[src/hw/mfp_map.svh]
// Address map, field positions and reset values of the port logic.
// Assumes inclusion from the design, checker and bench files by bare name.
`ifndef MFP_MAP_SVH
`define MFP_MAP_SVH

// ***********************************************
// Port and mode register addresses
// ***********************************************
`define MFP_ADDR_W 4
`define MFP_ADDR_IN_PORT 4'h0
`define MFP_ADDR_OUT_PORT 4'h8
`define MFP_ADDR_BIDI_A 4'ha
`define MFP_ADDR_BIDI_B 4'hb
`define MFP_ADDR_CLK_MODE 4'hc
`define MFP_ADDR_SHIFT_MODE 4'hd

// ***********************************************
// Field positions
// ***********************************************
`define MFP_CLOCK_SELECT_LO 1
`define MFP_CLOCK_SELECT_HI 2
`define MFP_SERIAL_SELECT_LO 1
`define MFP_SERIAL_SELECT_HI 2
`define MFP_EDGE_INPUT_ENABLE 3
`define MFP_EVENT_CLK_CODE 2'h1

// ***********************************************
// Reset values
// ***********************************************
`define MFP_MODE_RST 4'h0
`define MFP_LATCH_RST 4'h0

`endif

[src/hw/mfp_pkg.sv]
// Types shared by the port logic and its bench.
// Assumes the map header sits on the include path.
package mfp_pkg;

    // Per-pin format code of a bidirectional pin
    typedef enum logic [1:0] {
        MFP_FMT_OD,
        MFP_FMT_PP,
        MFP_FMT_OD_PULLUP
    } mfp_fmt_t;

    // Serial pin assignment from the serial select bits
    typedef enum logic [1:0] {
        MFP_SER_OFF,
        MFP_SER_EXT_CLK,
        MFP_SER_INT_CLK,
        MFP_SER_INT_CLK_ALT
    } mfp_ser_t;

    typedef logic [3:0] mfp_nibble_t;

endpackage

[src/hw/mfp_port_logic.sv]
// Port logic of a small 4-bit controller: input port, output latch port
// and two quasi-bidirectional ports, reached by the core's port strobes.
// Assumes pin inputs synchronous to clk_in and a core that issues one
// port instruction per strobe, with the port address from its low register.
`include "mfp_map.svh"
`timescale 1ns/1ns
`default_nettype none

module mfp_port_logic #(
    parameter logic [3:0] OUT_PUSH_PULL = 4'hf,      // 1 = push-pull output bit
    parameter logic [7:0] BIDI_A_FMT = 8'h55,        // 2 bits per pin, format code
    parameter logic [7:0] BIDI_B_FMT = 8'h55,        // 2 bits per pin, format code
    parameter bit OSC_RESISTOR_PIN = 1'b0            // 1 = top output pin is oscillator
) (
    input wire logic clk_in,                         // Core clock, 20 MHz
    input wire logic resetn_in,                      // Sync reset, active low
    input wire logic [`MFP_ADDR_W-1:0] addr_in,      // Port address from low register
    input wire mfp_pkg::mfp_nibble_t wdata_in,       // Accumulator / bit index
    input wire logic we_in,                          // Port output instruction
    input wire logic re_in,                          // Port input instruction
    input wire logic bit_set_in,                     // Port bit set instruction
    input wire logic bit_clr_in,                     // Port bit reset instruction
    output logic [3:0] rdata_out,                    // Read data, cycle after read
    input wire logic [3:0] in_port_in,               // Input port pin levels
    output logic [3:0] in_port_out,                  // Input port drive value
    output logic [3:0] in_port_oe_n_out,             // Input port drive enable, low
    input wire logic ser_clk_in,                     // Serial unit clock to pin
    input wire logic ser_data_in,                    // Serial unit data to pin
    output logic ser_clk_out,                        // Pin clock to serial unit
    output logic ser_data_out,                       // Pin data to serial unit
    output logic [1:0] serial_mode_out,              // Serial select bits
    output logic timer_count_clk_out,                // Event clock to timer
    output logic [1:0] clock_select_out,             // Clock select bits to timer
    output logic edge_test_out,                      // Rising edge seen, one pulse
    output logic [3:0] out_port_out,                 // Output port drive value
    output logic [3:0] out_port_oe_n_out,            // Output port enable, low
    input wire logic [3:0] bidi_a_in,                // Bidirectional A pin levels
    output logic [3:0] bidi_a_out,                   // Bidirectional A drive value
    output logic [3:0] bidi_a_oe_n_out,              // Bidirectional A enable, low
    output logic [3:0] bidi_a_pullup_out,            // Bidirectional A pull-up on
    input wire logic [3:0] bidi_b_in,                // Bidirectional B pin levels
    output logic [3:0] bidi_b_out,                   // Bidirectional B drive value
    output logic [3:0] bidi_b_oe_n_out,              // Bidirectional B enable, low
    output logic [3:0] bidi_b_pullup_out             // Bidirectional B pull-up on
);
    import mfp_pkg::*;

    // ***********************************************
    // Elaboration checks
    // ***********************************************
    function automatic bit fmt_ok(input logic [7:0] f);
        bit ok;
        ok = 1'b1;
        for (int i = 0; i < 4; i++) begin
            if (f[2*i +: 2] == 2'h3) begin
                ok = 1'b0;
            end
        end
        return ok;
    endfunction

    if (!fmt_ok(BIDI_A_FMT) || !fmt_ok(BIDI_B_FMT)) begin : g_bad_fmt
        $error("Bidirectional format code 3 is not defined");
    end

    // ***********************************************
    // Helper functions
    // ***********************************************
    // Rewrite one latch bit, others keep their content
    function automatic mfp_nibble_t bit_update(input mfp_nibble_t latch,
                                               input logic [1:0] idx,
                                               input logic val);
        mfp_nibble_t res;
        res = latch;
        res[idx] = val;
        return res;
    endfunction

    // Pins driving high or low for a format map; open-drain only pulls low
    function automatic mfp_nibble_t bidi_oe_n(input mfp_nibble_t latch,
                                              input logic [7:0] fmt,
                                              input logic written);
        mfp_nibble_t res;
        res = 4'hf;
        for (int i = 0; i < 4; i++) begin
            if (written) begin
                if (mfp_fmt_t'(fmt[2*i +: 2]) == MFP_FMT_PP) begin
                    res[i] = 1'b0;
                end else begin
                    res[i] = latch[i];
                end
            end
        end
        return res;
    endfunction

    function automatic mfp_nibble_t pullup_map(input logic [7:0] fmt);
        mfp_nibble_t res;
        res = 4'h0;
        for (int i = 0; i < 4; i++) begin
            res[i] = (mfp_fmt_t'(fmt[2*i +: 2]) == MFP_FMT_OD_PULLUP);
        end
        return res;
    endfunction

    // ***********************************************
    // State
    // ***********************************************
    mfp_nibble_t clk_mode_r;
    mfp_nibble_t shift_mode_r;
    mfp_nibble_t out_latch_r;
    mfp_nibble_t bidi_a_latch_r;
    mfp_nibble_t bidi_b_latch_r;
    logic out_written_r;
    logic bidi_a_written_r;
    logic bidi_b_written_r;
    logic in_bit0_prev_r;
    logic edge_test_r;
    logic event_clk_r;
    logic ser_clk_r;
    logic ser_data_r;
    mfp_nibble_t rdata_r;

    // ***********************************************
    // Decode
    // ***********************************************
    wire logic sel_out = (addr_in == `MFP_ADDR_OUT_PORT);
    wire logic sel_bidi_a = (addr_in == `MFP_ADDR_BIDI_A);
    wire logic sel_bidi_b = (addr_in == `MFP_ADDR_BIDI_B);
    wire logic sel_clk_mode = (addr_in == `MFP_ADDR_CLK_MODE);
    wire logic sel_shift_mode = (addr_in == `MFP_ADDR_SHIFT_MODE);
    wire logic bit_op = bit_set_in | bit_clr_in;
    wire logic [1:0] bit_idx = wdata_in[1:0];
    wire logic bit_val = bit_set_in;

    // Top output bit absent when the pin serves the oscillator
    wire mfp_nibble_t out_mask = OSC_RESISTOR_PIN ? 4'h7 : 4'hf;

    // Bit ops merge into the full latch so untouched pins keep their value
    wire mfp_nibble_t out_latch_nxt =
        we_in ? (wdata_in & out_mask) :
        bit_update(out_latch_r, bit_idx, bit_val) & out_mask;
    wire mfp_nibble_t bidi_a_latch_nxt =
        we_in ? wdata_in : bit_update(bidi_a_latch_r, bit_idx, bit_val);
    wire mfp_nibble_t bidi_b_latch_nxt =
        we_in ? wdata_in : bit_update(bidi_b_latch_r, bit_idx, bit_val);
    wire logic out_wr = (we_in | bit_op) & sel_out;
    wire logic bidi_a_wr = (we_in | bit_op) & sel_bidi_a;
    wire logic bidi_b_wr = (we_in | bit_op) & sel_bidi_b;

    wire logic [1:0] clock_select =
        {clk_mode_r[`MFP_CLOCK_SELECT_HI], clk_mode_r[`MFP_CLOCK_SELECT_LO]};
    wire mfp_ser_t serial_mode = mfp_ser_t'(
        {shift_mode_r[`MFP_SERIAL_SELECT_HI], shift_mode_r[`MFP_SERIAL_SELECT_LO]});
    wire logic edge_enable = shift_mode_r[`MFP_EDGE_INPUT_ENABLE];
    wire logic ser_int_clk = (serial_mode == MFP_SER_INT_CLK) ||
                             (serial_mode == MFP_SER_INT_CLK_ALT);

    // Read mux: pins for input-capable ports, latch for the output port
    wire mfp_nibble_t rd_mux =
        (addr_in == `MFP_ADDR_IN_PORT) ? in_port_in :
        sel_out ? out_latch_r :
        sel_bidi_a ? bidi_a_in :
        sel_bidi_b ? bidi_b_in :
        sel_clk_mode ? clk_mode_r :
        sel_shift_mode ? shift_mode_r : 4'h0;

    // ***********************************************
    // Mode registers and latches
    // ***********************************************
    always_ff @(posedge clk_in) begin
        if (!resetn_in) begin
            clk_mode_r <= `MFP_MODE_RST;
            shift_mode_r <= `MFP_MODE_RST;
        end else if (we_in) begin
            if (sel_clk_mode) begin
                clk_mode_r <= wdata_in;
            end
            if (sel_shift_mode) begin
                shift_mode_r <= wdata_in;
            end
        end
    end

    // Latch content counts as undefined after reset; zero is one such value
    always_ff @(posedge clk_in) begin
        if (!resetn_in) begin
            out_latch_r <= `MFP_LATCH_RST;
            out_written_r <= 1'b0;
        end else if (out_wr) begin
            out_latch_r <= out_latch_nxt;
            out_written_r <= 1'b1;
        end
    end

    // Reads never touch these; only writes or reset change them
    always_ff @(posedge clk_in) begin
        if (!resetn_in) begin
            bidi_a_latch_r <= `MFP_LATCH_RST;
            bidi_a_written_r <= 1'b0;
        end else if (bidi_a_wr) begin
            bidi_a_latch_r <= bidi_a_latch_nxt;
            bidi_a_written_r <= 1'b1;
        end
    end

    always_ff @(posedge clk_in) begin
        if (!resetn_in) begin
            bidi_b_latch_r <= `MFP_LATCH_RST;
            bidi_b_written_r <= 1'b0;
        end else if (bidi_b_wr) begin
            bidi_b_latch_r <= bidi_b_latch_nxt;
            bidi_b_written_r <= 1'b1;
        end
    end

    // ***********************************************
    // Input port alternate functions
    // ***********************************************
    always_ff @(posedge clk_in) begin
        if (!resetn_in) begin
            in_bit0_prev_r <= 1'b0;
            edge_test_r <= 1'b0;
            event_clk_r <= 1'b0;
            ser_clk_r <= 1'b0;
            ser_data_r <= 1'b0;
        end else begin
            in_bit0_prev_r <= in_port_in[0];
            edge_test_r <= edge_enable & in_port_in[0] & ~in_bit0_prev_r;
            event_clk_r <= (clock_select == `MFP_EVENT_CLK_CODE) &
                           in_port_in[0];
            ser_clk_r <= (serial_mode == MFP_SER_OFF) ? 1'b0 :
                         (ser_int_clk ? ser_clk_in : in_port_in[1]);
            ser_data_r <= (serial_mode != MFP_SER_OFF) & in_port_in[3];
        end
    end

    // ***********************************************
    // Read data
    // ***********************************************
    // Data stands one cycle after the read strobe only
    always_ff @(posedge clk_in) begin
        if (!resetn_in) begin
            rdata_r <= 4'h0;
        end else if (re_in) begin
            rdata_r <= rd_mux;
        end else begin
            rdata_r <= 4'h0;
        end
    end

    // ***********************************************
    // Pin drive
    // ***********************************************
    // Serial clock pin drives only with the internal clock; data pin in any mode but off
    assign in_port_out = {1'b0, ser_data_in, ser_clk_in, 1'b0};
    assign in_port_oe_n_out = {1'b1, serial_mode == MFP_SER_OFF,
                               ~ser_int_clk, 1'b1};

    // Open-drain bits pull low only; high is left to the board
    always_comb begin
        out_port_out = out_latch_r & OUT_PUSH_PULL;
        out_port_oe_n_out = 4'hf;
        for (int i = 0; i < 4; i++) begin
            if (out_written_r && out_mask[i]) begin
                out_port_oe_n_out[i] = OUT_PUSH_PULL[i] ? 1'b0 :
                                       out_latch_r[i];
            end
        end
    end

    // Push-pull pins stay driven after the first write until reset
    assign bidi_a_oe_n_out = bidi_oe_n(bidi_a_latch_r, BIDI_A_FMT,
                                       bidi_a_written_r);
    assign bidi_b_oe_n_out = bidi_oe_n(bidi_b_latch_r, BIDI_B_FMT,
                                       bidi_b_written_r);
    assign bidi_a_out = bidi_a_latch_r;
    assign bidi_b_out = bidi_b_latch_r;
    assign bidi_a_pullup_out = pullup_map(BIDI_A_FMT);
    assign bidi_b_pullup_out = pullup_map(BIDI_B_FMT);

    // ***********************************************
    // Outputs to timer, serial unit and core
    // ***********************************************
    assign rdata_out = rdata_r;
    assign timer_count_clk_out = event_clk_r;
    assign clock_select_out = clock_select;
    assign edge_test_out = edge_test_r;
    assign ser_clk_out = ser_clk_r;
    assign ser_data_out = ser_data_r;
    assign serial_mode_out = serial_mode;

endmodule

`default_nettype wire

[config.mk]
export PLATFORM = sky130hd
export DESIGN_NAME = mfp_port_logic
export DESIGN_NICKNAME = d
export VERILOG_FILES = /design/src/hw/mfp_pkg.sv /design/src/hw/mfp_port_logic.sv
export VERILOG_INCLUDE_DIRS = /design/src /design/src/hw
export SDC_FILE = /design/constraint.sdc
export NUM_CORES = 1
export LEC_CHECK = 0
export ABC_AREA = 1
export BUFFER_PORTS_ARGS = -buffer_cell sky130_fd_sc_hd__buf_2
export CAP_MARGIN = 20
export CORE_ASPECT_RATIO = 0.5
export CORE_MARGIN = 4
export CORE_UTILIZATION = 50
export CTS_BUF_LIST = sky130_fd_sc_hd__clkbuf_16
export DETAILED_ROUTE_END_ITERATION = 6
export PLACE_DENSITY = 0.85
export SYNTH_ARGS = -nofsm -noshare
export SYNTH_HDL_FRONTEND = slang
export SYNTH_SLANG_ARGS = --single-unit
[constraint.sdc]
create_clock -name clk_in -period 3.02 [get_ports clk_in]
set_input_delay 0.302 -clock clk_in [delete_from_list [all_inputs] [get_ports clk_in]]
set_output_delay 0.302 -clock clk_in [all_outputs]
set_load 0.03 [all_outputs]
# Word-level counts from Yosys, hierarchy flattened
# Cells that the tools add are included.
[totals]
register_bits = 32
inputBits = 28
output_inout_bits = 52
word_cells = 63
[classes]
magnitude_cmp = 2
n_eq_ne = 8
n_mux = 18
bitwise_logic = 12
reduce_logical = 9
[ops]
columns = ["operator", "n"]
rows = [
  ["2-to-1 mux 4 bit", 9],
  ["== test 4 bit, second input constant", 5],
  ["bitwise mux 4 bit", 3],
  ["bitwise AND 1 bit", 7],
  ["AND reduction 2 bit", 3],
  ["2-to-1 mux 1 bit", 5],
  ["== test 2 bit, second input constant", 2],
  ["zero test 4 bit", 1],
  ["less-than comparator 2 x 3 -> 1 bit, second input constant", 1],
  ["inverter 1 bit", 3],
  ["demux 1 bit (select 2 bit)", 1],
  ["== test 2 x 1 -> 1 bit, second input constant", 1],
  [">= comparator 2 x 1 -> 1 bit, second input constant", 1],
  ["zero test 2 bit", 1],
  ["OR 1 bit", 2],
  ["nonzero test 2 bit", 1],
  ["OR reduction 2 bit", 1],
  ["logical AND 1 bit", 1],
  ["logical OR 1 bit", 1],
]

# Logic depth before layout (Yosys ltp)
# Gate-level depths: netlist of the first run.
[logic_depth]
depth_word = 7
mapped_depth = 9
mapped_depth_nobuf = 9

# Least setup slack after synthesis of the first run
# No wires, ideal clock.
[synth_path]
path_kind = "input port to flip-flop"
from = "input we_in"
to = "register bidi_b_latch_r[0] (netlist: bidi_b_out[0])"
setup_time_ns = 0.119
t_arrival_ns = 1.066
required_ns = 2.901
setup_slack_ns = 1.835
cell_stages = 7
n_path_buf = 2
path_cell_list = "buf_2 > nor2_1 > nand2_1 > buf_2 > nand3_1 > o21ai_0 > a21oi_1"
[synth_between]
elab_chain_cells = 2
[synth_lines]
columns = ["item", "line_no", "source"]
rows = [
  ["start: declaration", "mfp_port_logic.sv:19", "input wire logic we_in,"],
  ["OR 1 bit", "mfp_port_logic.sv:149", "wire logic bidi_b_wr = (we_in | bit_op) & sel_bidi_b;"],
  ["bitwise AND 1 bit", "mfp_port_logic.sv:149", ""],
  ["end signal: assignment", "mfp_port_logic.sv:209", "bidi_b_latch_r <= `MFP_LATCH_RST;"],
  ["end signal: assignment", "mfp_port_logic.sv:212", "bidi_b_latch_r <= bidi_b_latch_nxt;"],
  ["end: declaration", "mfp_port_logic.sv:113", "mfp_nibble_t bidi_b_latch_r;"],
]
# Several ways; a longest one is shown, not always the timed one.
# A chain may end at the register's enable or synchronous reset.

# Worst setup path after layout of the first run
[layout_path]
from = "input addr_in[2]"
to = "register bidi_a_latch_r[0] (netlist: bidi_a_out[0])"
[layout_between]
elab_chain_cells = 2
[layout_lines]
columns = ["item", "line_no", "source"]
rows = [
  ["start: declaration", "mfp_port_logic.sv:17", "input wire logic [`MFP_ADDR_W-1:0] addr_in,"],
  ["== test 4 bit (no line)", "n/a", ""],
  ["bitwise AND 1 bit", "mfp_port_logic.sv:148", "wire logic bidi_a_wr = (we_in | bit_op) & sel_bidi_a;"],
  ["end signal: assignment", "mfp_port_logic.sv:199", "bidi_a_latch_r <= `MFP_LATCH_RST;"],
  ["end signal: assignment", "mfp_port_logic.sv:202", "bidi_a_latch_r <= bidi_a_latch_nxt;"],
  ["end: declaration", "mfp_port_logic.sv:112", "mfp_nibble_t bidi_a_latch_r;"],
]
# No other way between the ends.

==> results of run 1 <==
[Yosys cell counts, types with 2 or more instances]
cell type                   n
sky130_fd_sc_hd__nor3_1     5
sky130_fd_sc_hd__buf_4     28
sky130_fd_sc_hd__inv_1     40
sky130_fd_sc_hd__nand4_1    5
sky130_fd_sc_hd__a21oi_1   16
sky130_fd_sc_hd__nand2_1   43
sky130_fd_sc_hd__nand3_1   24
sky130_fd_sc_hd__conb_1     2
sky130_fd_sc_hd__o211ai_1   4
sky130_fd_sc_hd__o21bai_1   3
sky130_fd_sc_hd__nor2_1    25
sky130_fd_sc_hd__o21ai_0   18
sky130_fd_sc_hd__dfxtp_1   32
sky130_fd_sc_hd__buf_2      2
sky130_fd_sc_hd__nor3b_1    4
[worst paths after layout]
path / startpoint / slack, ns / to
max reg2reg: shift_mode_r[2] / 2.14 / rdata_out[2]
min: in_port_in[0] / 0.28 / in_bit0_prev_r
max: addr_in[2] / 1.58 / bidi_a_out[0]
min reg2reg: in_bit0_prev_r / 0.39 / edge_test_out
[critical path: cells and delay by family]
family,cells,cell delay (ns)
buffers and inverters,2,0.26
AND/OR/NAND/NOR,5,1.02
[per-layer routing]
metal	up-vias	track usage	routed length [um]
met1	778	0.228	1940
met5	-	0	0
met4	0	0.0950	98
met2	79	0.333	2030
li1	888	-	-
met3	12	0.0729	426
[cells in the final DEF, fill, tap and decap left out]
cell type	count
sky130_fd_sc_hd__a211o_1	1
sky130_fd_sc_hd__a21oi_1	16
sky130_fd_sc_hd__buf_2	65
sky130_fd_sc_hd__clkbuf_16	5
sky130_fd_sc_hd__clkinv_1	1
sky130_fd_sc_hd__clkinv_2	2
sky130_fd_sc_hd__conb_1	12
sky130_fd_sc_hd__dfxtp_1	32
sky130_fd_sc_hd__inv_1	40
sky130_fd_sc_hd__inv_2	1
sky130_fd_sc_hd__nand2_1	43
sky130_fd_sc_hd__nand2_2	1
sky130_fd_sc_hd__nand3_1	24
sky130_fd_sc_hd__nand4_1	5
sky130_fd_sc_hd__nor2_1	25
sky130_fd_sc_hd__nor2_2	1
sky130_fd_sc_hd__nor3_1	5
sky130_fd_sc_hd__nor3_2	1
sky130_fd_sc_hd__nor3b_1	4
sky130_fd_sc_hd__o211ai_1	4
sky130_fd_sc_hd__o21ai_0	18
sky130_fd_sc_hd__o21bai_1	3
[state kept, by name (all words and copies together), names as in the netlist]
name                 count
out_port_out             4
edge_test_out            1
clk_mode_r               4
in_bit0_prev_r           1
timer_count_clk_out      1
bidi_b_written_r         1
ser_clk_out              1
out_written_r            1
bidi_b_out               4
bidi_a_written_r         1
shift_mode_r             4
rdata_out                4
bidi_a_out               4
ser_data_out             1
[layout make-up]
cell class                 instances  area [um^2]
timing repair buffer              65          325
clock inverter                     3         13.8
fill                             281         1090
sequential                        32          641
multi-input combinational        163          761
inverter                          41          154
clock buffer                       5          125
tap                               48         60.1
[logic make-up (layout without fill, tap and decap cells)]
group,after synthesis,in the layout,synth area share
AOI/OAI and AO/OA,42,42,0.133
other,2,12,0.00430
and+or+nand+nor,109,109,0.277
DFF,32,32,0.367
buffers and inverters,73,114,0.219
[per-stage QoR]
| step | hold slack [ns] | util | worst slack [ns] |
|---|---|---|---|
| 2_1_floorplan | 0.375 | - | 1.84 |
| 3_3_place_gp | 0.383 | 0.612 | 1.45 |
| 3_5_place_dp | 0.387 | 0.612 | 1.33 |
| 4_1_cts | 0.281 | 0.656 | 1.62 |
| 5_1_grt | 0.300 | 0.656 | 1.42 |
| 6_report | 0.284 | 0.656 | 1.58 |
[report_power, final]
group | internal, uW | total (uW) | switching, uW
Clock | 299 | 476 | 177
Combinational | 39.5 | 156 | 116
Sequential | 433 | 437 | 4.76
Total | 771 | 1070 | 298
==> summary.log, run 1 <==
[sta] number of failing setup endpoints in the final timing report 0
[synth] part of the Yosys area used for sequential elements 0.367
[power_and_ir_drop] Worst VDD drop 0.205 mV
[setup_path] startpoint types primary input
[routing] post-detailed-routing wire length 4500 um
[finish] Post-Layout Inst Area 2080 um^2
[routing] post-detailed-route via-to-cell ratio 4.92
[grt] vias in the first global route 1642
[routing] DRC violations left 0
[cts] Post-CTS Setup Inserts 0
[synth] Mapped Cells 258
[cts] root buffer cell sky130_fd_sc_hd__clkbuf_16
[setup_path] peak per-stage delay on the critical path 0.56 ns
[routing] detailed-router iteration count before antenna repair 4
[worst_hold_path] cell depth of the worst hold path 3
[outcome] result of the run finished clean
[synth] most frequently used flop master after synthesis sky130_fd_sc_hd__dfxtp_1
[sta] Setup TNS 0 ns
[power_and_ir_drop] areal power density over the cells 514 nW/um^2
[cts] Worst-path clk slew 0.05 ns
[cts] Worst-Skew Late Latency 0.28 ns
[floorplan] Chip Height 49.8 um
[placement] number of buffers inserted by port buffering 65
[floorplan] DIE AREA 4560 um^2
[finish] ratio of cells with drive above 1 in the final layout 0.246
[setup_path] kind of end point of the critical path register
[floorplan] Placement Rows 14
[cts] clock sinks 32
[setup_path] kind of critical path primary input to register
[floorplan] Initial Utilization 0.551
[floorplan] num ports 80
[grt] Tot GR Track Use 0.199
[setup_path] cells on worst reg2reg path 4
[synth] area leader, netlist sky130_fd_sc_hd__dfxtp_1
[routing] Detailed Route Iter0 Violations 123
[flow_run] maximum capacitance violations 0
[cts] TritonCTS clock tree built
[placement] placed cell areas 1940 um^2
[sta] fin crit share 0.475
[sta] worst clock skew 0.00228 ns
[grt] initial antenna violation count 0
[synth] post-synthesis cell area 1750 um^2
[synth] Seq cells post-synth 32
[cts] hold buffer count at cts 0
[synth] Async S/R FF share, synth 0
[synth] number of warnings issued by yosys 0
[sta] max frequency 697 MHz
[sta] Final Hold Vio Count 0
[setup_path] chain of cells forming the critical path buf_2 > inv_1 > nand2_2 > nor3_2 > nand4_1 > nand2_1 > nor2_1
[sta] setup repair after global routing missed its margin false
[cts] H-tree Lvls 2
[grt] maximum number of pins on one net before global-route repair 17
[routing] wire length per cell after detailed routing 12.6 um
[synth] fraction of synthesized cell area taken by the top area cell type 0.367
[sta] worst slew margin relative to its limit 0.526
[finish] Finished Layout Cells 357
[grt] wire length of the first global-routing pass 7210 um
[sta] Worst Max-Slew Pin Slew 0.707 ns
[sta] final max-slew violation count 0
[floorplan] x dimension of the die 91.6 um
[synth] Yosys cell types 22
[placement] Final HPWL DP 3380 um
[synth] number of synthesized flops with an enable pin 0
[cts] clk buf depth 2
[cts] TritonCTS Buffers 5
[setup_path] data arrival at the endpoint of the critical path 1.58 ns
[setup_path] Critical Path Slowest Stage Cell sky130_fd_sc_hd__nor3_2
[synth] ranking of synthesized cells by area sky130_fd_sc_hd__dfxtp_1 37%, sky130_fd_sc_hd__buf_4 12%, sky130_fd_sc_hd__nand2_1 9.2%
[power_and_ir_drop] total power after layout 1070 uW
[finish] area delta synth->final 19.1%
[floorplan] total core area 3170 um^2
[placement] Inst Count DP 349
[setup_path] Data required, critical path 3.17 ns
[grt] remaining global-route overflow 0
[synth] average cell area after synthesis 6.77 um^2
[power_and_ir_drop] standby leakage power 0.00108 uW
[routing] via count 1757
[sta] Period minus WS final 1.44 ns
[routing] antenna viol nets, final 0
[finish] number of diodes added for antenna fixing 0
[placement] routability-driven placement congestion ratio 0.904
[worst_hold_path] classification of the worst-slack hold path primary input to register
[cts] Resized Gates After CTS 0
[finish] final-stage net count 336
[setup_path] crit-path max FO 12
Power figures use the tool's default switching activity.
==> run 2, diff against run 1 <==
Settings changed: ABC_AREA 1 to 0, CORE_UTILIZATION 50 to 42, PLACE_DENSITY 0.85 to 0.76.
Clock period 3.02 ns to 1.1 ns, I/O delays scaled along.
==> run 2 against run 1 <==
Net effect:
- synthesized area down 1.7%
- combinational power grew to 3.2 times the previous value
- synthesized cell count shrank 25%
- global-route usage is 2.0 points lower
- largest power group unchanged
- critical endpoint is now rdata_out[2]
- cell count shrank 10%
- the flow now finishes with violations (negative setup slack)
- sequential cell count unchanged
- total power grew to 2.8 times the previous value
- largest cell class unchanged
==> summary.log, run 2 <==
[setup_path] kind of critical path register to register
[sta] Worst Max-Slew Pin Slew 0.527 ns [-0.180 ns]
[synth] mux cell area share after synthesis 0.0671 [+0.0671]
[setup_path] kind of end point of the critical path register
[finish] area delta synth->final 30.4%
[sta] worst clock skew 0.00306 ns [+0.000773 ns]
[worst_hold_path] classification of the worst-slack hold path primary input to register
[power_and_ir_drop] Worst VDD drop 0.556 mV [+170%]
[finish] commonest non-fill, non-tap cells in the layout 64 x sky130_fd_sc_hd__buf_2, 30 x sky130_fd_sc_hd__dfxtp_1, 23 x sky130_fd_sc_hd__buf_4
[floorplan] DIE AREA 5230 um^2 [+15%]
[synth] share of the synthesized netlist area taken by xor and xnor gates 0 [unchanged]
[power_and_ir_drop] combinational group share of total power 0.168 [+0.022]
[routing] post-detailed-route via-to-cell ratio 4.93 [about the same]
[floorplan] Placement Rows 16 [+2]
[cts] H-tree Lvls 2 [unchanged]
[synth] leading cell type by number of instances after synthesis sky130_fd_sc_hd__dfxtp_1
[synth] Async S/R FF share, synth 0 [unchanged]
[routing] DRC violations left 0 [unchanged]
[synth] synthesized-area fraction occupied by ao, oa, aoi and oai cells 0.205 [+0.0723]
[power_and_ir_drop] fraction of power spent switching nets 0.268 [-0.0107]
[synth] Synth Area in Adders 0 [unchanged]
[power_and_ir_drop] internal power contribution 2170 uW [+180%]
[floorplan] total core area 3920 um^2 [+24%]
[cts] hold buffer count at cts 0 [unchanged]
[synth] area leader, netlist sky130_fd_sc_hd__dfxtp_1
[cts] Worst-path clk slew 0.05 ns [about the same]
[routing] wire length per cell after detailed routing 14.2 um [+13%]
[power_and_ir_drop] total power after layout 2970 uW [+180%]
[synth] Seq cells post-synth 32 [unchanged]
[outcome] violated checks negative setup slack
[floorplan] x dimension of the die 98.4 um [+7.5%]
[sta] fin crit share 1.00
[synth] ranking of synthesized cells by area sky130_fd_sc_hd__dfxtp_1 37%, sky130_fd_sc_hd__buf_4 13%, sky130_fd_sc_hd__a21oi_1 6.1%
[setup_path] Data required, critical path 1.25 ns [-1.92 ns]
[finish] Fillers 355 [+26%]
[synth] Yosys cell types 40 [+82%]
[cts] clock sinks 32 [unchanged]
[worst_hold_path] hold path start in_port_in[3]
[synth] fraction of synthesized cell area taken by the top area cell type 0.373 [+0.00642]
[floorplan] Initial Utilization 0.437 [-0.113]
[finish] multi-input logic area 833 um^2 [+9.5%]
[synth] number of synthesized flops with an enable pin 0 [unchanged]
[routing] post-detailed-routing wire length 4570 um [+1.6%]
[synth] post-synthesis cell area 1720 um^2 [-1.7%]
[synth] number of warnings issued by yosys 0 [unchanged]
[floorplan] num ports 80 [unchanged]
[finish] most common library cell in the layout ignoring fill and taps sky130_fd_sc_hd__buf_2
[finish] number of diodes added for antenna fixing 0 [unchanged]
[grt] initial antenna violation count 0 [unchanged]
[finish] final-stage net count 295 [-12%]
[synth] Simple-Gate Fraction of Synth Area 0.183 [-0.0943]
[synth] part of the Yosys area used for sequential elements 0.373 [+0.00642]
[power_and_ir_drop] switching power of the nets 795 uW [+170%]
[sta] final max-slew violation count 0 [unchanged]
[flow_run] maximum capacitance violations 0 [unchanged]
[sta] final worst slack -0.00429 ns [-1.59 ns]
[finish] ratio of cells with drive above 1 in the final layout 0.457 [+0.211]
[outcome] result of the run complete, but fails checks
[synth] dominant combinational cell family by area after synthesis compound AO/OA/AOI/OAI gates
[power_and_ir_drop] clock share of power 0.428 [-0.017]
[cts] root buffer cell sky130_fd_sc_hd__clkbuf_16
[power_and_ir_drop] Seq pwr share 0.404 [-0.005]
[sta] worst slew margin relative to its limit 0.648 [+0.122]
[power_and_ir_drop] areal power density over the cells 1330 nW/um^2 [+160%]
[floorplan] Chip Height 53.2 um [+6.9%]
[cts] TritonCTS Buffers 5 [unchanged]
[finish] utilization after layout 0.570 [-0.0857]
[sta] number of failing setup endpoints in the final timing report 1 [+1]
[setup_path] startpoint of the worst-slack reg-to-reg timing path out_port_out[2]
[grt] maximum number of pins on one net before global-route repair 15 [-2]
[synth] most frequently used flop master after synthesis sky130_fd_sc_hd__dfxtp_1
[synth] Mapped Cells 194 [-25%]
[cts] Worst-Skew Late Latency 0.27 ns [about the same]
[placement] number of buffers inserted by port buffering 65 [unchanged]
[setup_path] data arrival at the endpoint of the critical path 1.26 ns [-0.32 ns]
[routing] Detailed Route Iter0 Violations 60 [-51%]
[cts] clk buf depth 2 [unchanged]
[placement] Final HPWL DP 3410 um [+0.96%]
[placement] routability-driven placement congestion ratio 0.920 [+1.8%]
[setup_path] startpoint types register
[grt] Tot GR Track Use 0.179 [-0.0203]
[synth] average cell area after synthesis 8.84 um^2 [+31%]
[routing] via count 1581 [-10%]
[setup_path] Crit. Startpoint out_port_out[2]
[grt] remaining global-route overflow 0 [unchanged]
[sta] Final Hold Vio Count 0 [unchanged]
[grt] wire length of the first global-routing pass 7260 um [+0.67%]
[sta] Worst Hold Margin 0.0875 ns [-0.196 ns]
[routing] detailed-router iteration count before antenna repair 4 [unchanged]
[setup_path] crit-path max FO 3 [-9]
[sta] setup repair after global routing missed its margin false
[sta] Period minus WS final 1.10 ns
[finish] sequential cell area 643 um^2 [+0.39%]
[synth] synth cell count leaders 32 x sky130_fd_sc_hd__dfxtp_1, 29 x sky130_fd_sc_hd__buf_4, 21 x sky130_fd_sc_hd__a21oi_1
[routing] antenna viol nets, final 0 [unchanged]
[cts] TritonCTS clock tree built
[power_and_ir_drop] standby leakage power 0.00102 uW [-5.1%]
[sta] max frequency 906 MHz
[grt] vias in the first global route 1520 [-7.4%]
-- run 2: changes by cell type in the layout (fill, tap and decap cells not counted), sizes merged, moves of 3 or more --
cell,delta
nand2,-35
inv,-29
buf,+24
nand3,-21
o221a,+8
mux2i,+7
nor2,-7
a21oi,+5
mux2,+4
nand4,-4
o211ai,-4
nor2b,+3
o21ai,-3
-- run 2: path summary, 6_finish.rpt --
| path | to | slack (ns) | depth (start not counted) |
|---|---|---|---|
| max | rdata_out[2] | -0.004 | 4 |
| min | ser_data_out | 0.09 | 3 |
| max reg2reg | rdata_out[2] | -0.004 | 4 |
| min reg2reg | edge_test_out | 0.39 | 1 |
-- run 2: per-layer routing --
layer | vias to the layer above | part of all wire | global-route usage
li1 | 787 | - | -
met1 | 718 | 0.45 | 0.217
met2 | 67 | 0.47 | 0.293
met3 | 9 | 0.073 | 0.0539
met4 | 0 | 0.013 | 0.0884
met5 | - | 0 | 0
-- run 2: kinds of logic (layout without fill, tap and decap cells) --
logic type | after synthesis | count (layout)
buffers and inverters | 45 | 108
multiplexers | 11 | 11
AND/OR/NAND/NOR | 53 | 53
flip-flops | 32 | 32
AO/OA/AOI/OAI | 51 | 51
other | 2 | 12
-- run 2: layout make-up --
type                       count  share of cell area
clock buffer                   5              0.0559
timing repair buffer          89               0.230
sequential                    32               0.287
multi-input combinational    127               0.372
tap                           54              0.0302
inverter                      12              0.0201
clock inverter                 2             0.00336
-- run 2: power groups by stage --
stage | registers (uW) | clock network, uW | logic [uW]
floorplan | 1250 | 0 | 331
global placement | 1220 | 0 | 478
detailed placement | 1220 | 0 | 487
CTS | 1200 | 1290 | 496
global route | 1200 | 1340 | 540
finish | 1200 | 1270 | 499
-- run 2: repair_timing --
item / CTS / global route
gates resized for setup: 4 / 3
pin swaps: 0 / 0
endpoints found under the setup margin: 1 / 2
setup buffers: 0 / 0
-- run 2: through the flow --
step	setup TNS, ns	std cells	setup WS (ns)	instance area, um^2
2_1_floorplan	0	204	0.00976	1750
5_1_grt	0	321	0.0109	2240
3_5_place_dp	-2.27	314	-0.146	2080
3_3_place_gp	-1.86	314	-0.130	2080
6_report	-0.00429	321	-0.00429	2240
4_1_cts	0	321	0.0175	2230
-- run 2: critical path: stages (launching register included) --
cell and delay, ns:
sky130_fd_sc_hd__dfxtp_1 0.32, sky130_fd_sc_hd__nor2b_1 0.14, sky130_fd_sc_hd__o32ai_1 0.09, sky130_fd_sc_hd__a221oi_1 0.33, sky130_fd_sc_hd__nor2_1 0.09
==> run 3, diff against run 2 <==
Settings changed: CELL_PAD_IN_SITES_DETAIL_PLACEMENT set to 1, CELL_PAD_IN_SITES_GLOBAL_PLACEMENT set to 2, CORE_UTILIZATION 42 to 23, PLACE_DENSITY 0.76 to not set, PLACE_DENSITY_LB_ADDON set to 0.1.
==> run 3 against run 2 <==
Net effect:
- non-clock buffer count up 12
- global-route usage decreased by 4.9 points
- clock power up 6%
- combinational power is 7.6% higher
- sequential power hardly changed
- register-to-register slack better by 0.07 ns
- total power increased by 3.4%
- maximum frequency is 2.5% higher
- via count is 2.3% higher
- largest cell class unchanged
- sequential cell count did not move
- largest power group unchanged
- the flow now finishes without violations
- worst hold slack lost 0.022 ns
- utilization decreased by 22 points
==> summary.log, run 3 (synthesis results as in run 2) <==
[setup_path] startpoint of the worst-slack reg-to-reg timing path out_port_out[2]
[sta] worst clock skew 0.00418 ns [+0.00112 ns]
[power_and_ir_drop] areal power density over the cells 1270 nW/um^2 [-3.9%]
[grt] maximum number of pins on one net before global-route repair 12 [-3]
[flow_run] maximum capacitance violations 0 [unchanged]
[sta] number of failing setup endpoints in the final timing report 0 [-1]
[finish] Fillers 848 [+140%]
[sta] Final Hold Vio Count 0 [unchanged]
[grt] wire length of the first global-routing pass 9140 um [+26%]
[setup_path] kind of end point of the critical path output pin
[worst_hold_path] Min-Delay Endpoint ser_data_out
[worst_hold_path] hold path start in_port_in[3]
[cts] Worst-Skew Late Latency 0.28 ns [about the same]
[grt] Tot GR Track Use 0.130 [-0.0485]
[placement] routability-driven placement congestion ratio 0.732 [-20%]
[floorplan] x dimension of the die 130 um [+32%]
[setup_path] crit-path max FO 4 [+1]
[floorplan] Chip Height 69.1 um [+30%]
[routing] via count 1618 [+2.3%]
[sta] final max-slew violation count 0 [unchanged]
[setup_path] data arrival at the endpoint of the critical path 0.97 ns [-0.29 ns]
[sta] fin crit share 0.979 [-0.0244]
[floorplan] num ports 80 [unchanged]
[setup_path] cells on worst reg2reg path 4 [unchanged]
[sta] max frequency 928 MHz [+2.5%]
[finish] ratio of cells with drive above 1 in the final layout 0.491 [+0.0341]
[cts] Worst-path clk slew 0.05 ns [about the same]
[floorplan] Initial Utilization 0.246 [-0.191]
[cts] root buffer cell sky130_fd_sc_hd__clkbuf_16
[grt] remaining global-route overflow 0 [unchanged]
[power_and_ir_drop] Worst VDD drop 0.540 mV [-2.9%]
[setup_path] most frequent cell on the critical path sky130_fd_sc_hd__buf_6
[setup_path] Critical Path Slowest Stage Cell sky130_fd_sc_hd__dfxtp_2
[routing] Detailed Route Iter0 Violations 81 [+35%]
[sta] Worst Hold Margin 0.0659 ns [-0.0216 ns]
[placement] number of buffers inserted by port buffering 65 [unchanged]
[finish] multi-input logic area 847 um^2 [+1.7%]
[cts] H-tree Lvls 2 [unchanged]
[routing] wire length per cell after detailed routing 15.2 um [+6.5%]
[routing] post-detailed-route via-to-cell ratio 4.36 [-11%]
[setup_path] chain of cells forming the critical path buf_6 > nor2_4 > buf_6
[setup_path] R2R setup slack 0.07 ns [+0.07 ns]
[cts] TritonCTS clock tree built
[finish] most common library cell in the layout ignoring fill and taps sky130_fd_sc_hd__buf_2
[power_and_ir_drop] total power after layout 3070 uW [+3.4%]
[cts] clk buf depth 2 [unchanged]
[floorplan] Placement Rows 21 [+5]
[setup_path] kind of critical path register to output pin
[finish] commonest non-fill, non-tap cells in the layout 63 x sky130_fd_sc_hd__buf_2, 34 x sky130_fd_sc_hd__buf_4, 30 x sky130_fd_sc_hd__dfxtp_1
[power_and_ir_drop] standby leakage power 0.00109 uW [+7.2%]
[outcome] result of the run finished clean
[routing] DRC violations left 0 [unchanged]
[grt] initial antenna violation count 0 [unchanged]
[sta] Period minus WS final 1.08 ns [-0.0269 ns]
[routing] post-detailed-routing wire length 5620 um [+23%]
[placement] placed cell areas 2230 um^2 [+7.2%]
[finish] area delta synth->final 40.3%
[finish] number of diodes added for antenna fixing 0 [unchanged]
[setup_path] Data required, critical path 0.99 ns [-0.26 ns]
[floorplan] total core area 6960 um^2 [+77%]
[placement] worst-case setup slack after placement -0.196 ns [-0.0506 ns]
[floorplan] DIE AREA 8990 um^2 [+72%]
[setup_path] end of the worst register-to-register path rdata_out[2]
[routing] detailed-router iteration count before antenna repair 4 [unchanged]
[cts] clock sinks 32 [unchanged]
[cts] Post-CTS Setup Inserts 0 [unchanged]
[setup_path] peak per-stage delay on the critical path 0.32 ns [about the same]
[worst_hold_path] classification of the worst-slack hold path primary input to register
[sta] final worst slack 0.0226 ns [+0.0269 ns]
[setup_path] startpoint types register
[finish] final-stage net count 307 [+4.1%]
[grt] vias in the first global route 1754 [+15%]
[finish] sequential cell area 646 um^2 [+0.39%]
[finish] Post-Layout Inst Area 2410 um^2 [+7.6%]
[routing] antenna viol nets, final 0 [unchanged]
[sta] setup repair after global routing missed its margin true
[placement] Final HPWL DP 4630 um [+36%]
[worst_hold_path] cell depth of the worst hold path 3 [unchanged]
[cts] TritonCTS Buffers 5 [unchanged]
[run 3: worst max-delay path: cells and delay by family (launching register included)]
family                 cells  cell delay (ns)
AND/OR/NAND/NOR            1             0.11
buffers and inverters      2             0.26
flip-flops                 1             0.32
[run 3: cell type report]
class / count / share of cell area
Clock buffer: 5 / 0.0520
Clock inverter: 2 / 0.00364
Inverter: 12 / 0.0187
Multi-Input combinational cell: 127 / 0.352
Sequential cell: 32 / 0.268
Tap cell: 92 / 0.0478
Timing Repair Buffer: 101 / 0.258
[run 3: worst max-delay path by stage]
| stage | startpoint | end | slack [ns] |
|---|---|---|---|
| after floorplan | we_in | bidi_a_out[3] | 0.01 |
| after global placement | addr_in[2] | bidi_a_out[1] | -0.14 |
| after detailed placement | addr_in[2] | bidi_a_out[1] | -0.20 |
| after CTS | shift_mode_r[1] | serial_mode_out[0] | -0.01 |
| after global routing | out_port_out[2] | rdata_out[2] | -0.05 |
| final | shift_mode_r[2] | in_port_oe_n_out[2] | 0.02 |
[run 3: report_power, final]
group          internal (uW)  switching, uW
Sequential              1180           12.5
Combinational            206            331
Clock                    813            523
[run 3: routing by layer]
metal  up-vias  share of wire  global-route usage
met5         -              0                   0
met4         0          0.012              0.0380
met3         6          0.064              0.0409
met2        48           0.42               0.200
met1       757           0.50               0.174
li1        807              -                   -
[run 3: through the flow]
step | TNS, ns | std cells | utilization
6_report | 0 | 371 | 0.346
5_1_grt | -0.0676 | 371 | 0.346
4_1_cts | -0.0102 | 371 | 0.342
3_5_place_dp | -2.99 | 364 | 0.321
3_3_place_gp | -2.23 | 364 | 0.321
2_1_floorplan | 0 | 204 | -
[run 3: repair_timing]
action,CTS,global route
resized for setup,5,6
pin swaps,1,1
endpoints found under the setup margin,3,3
hold buffers,0,0
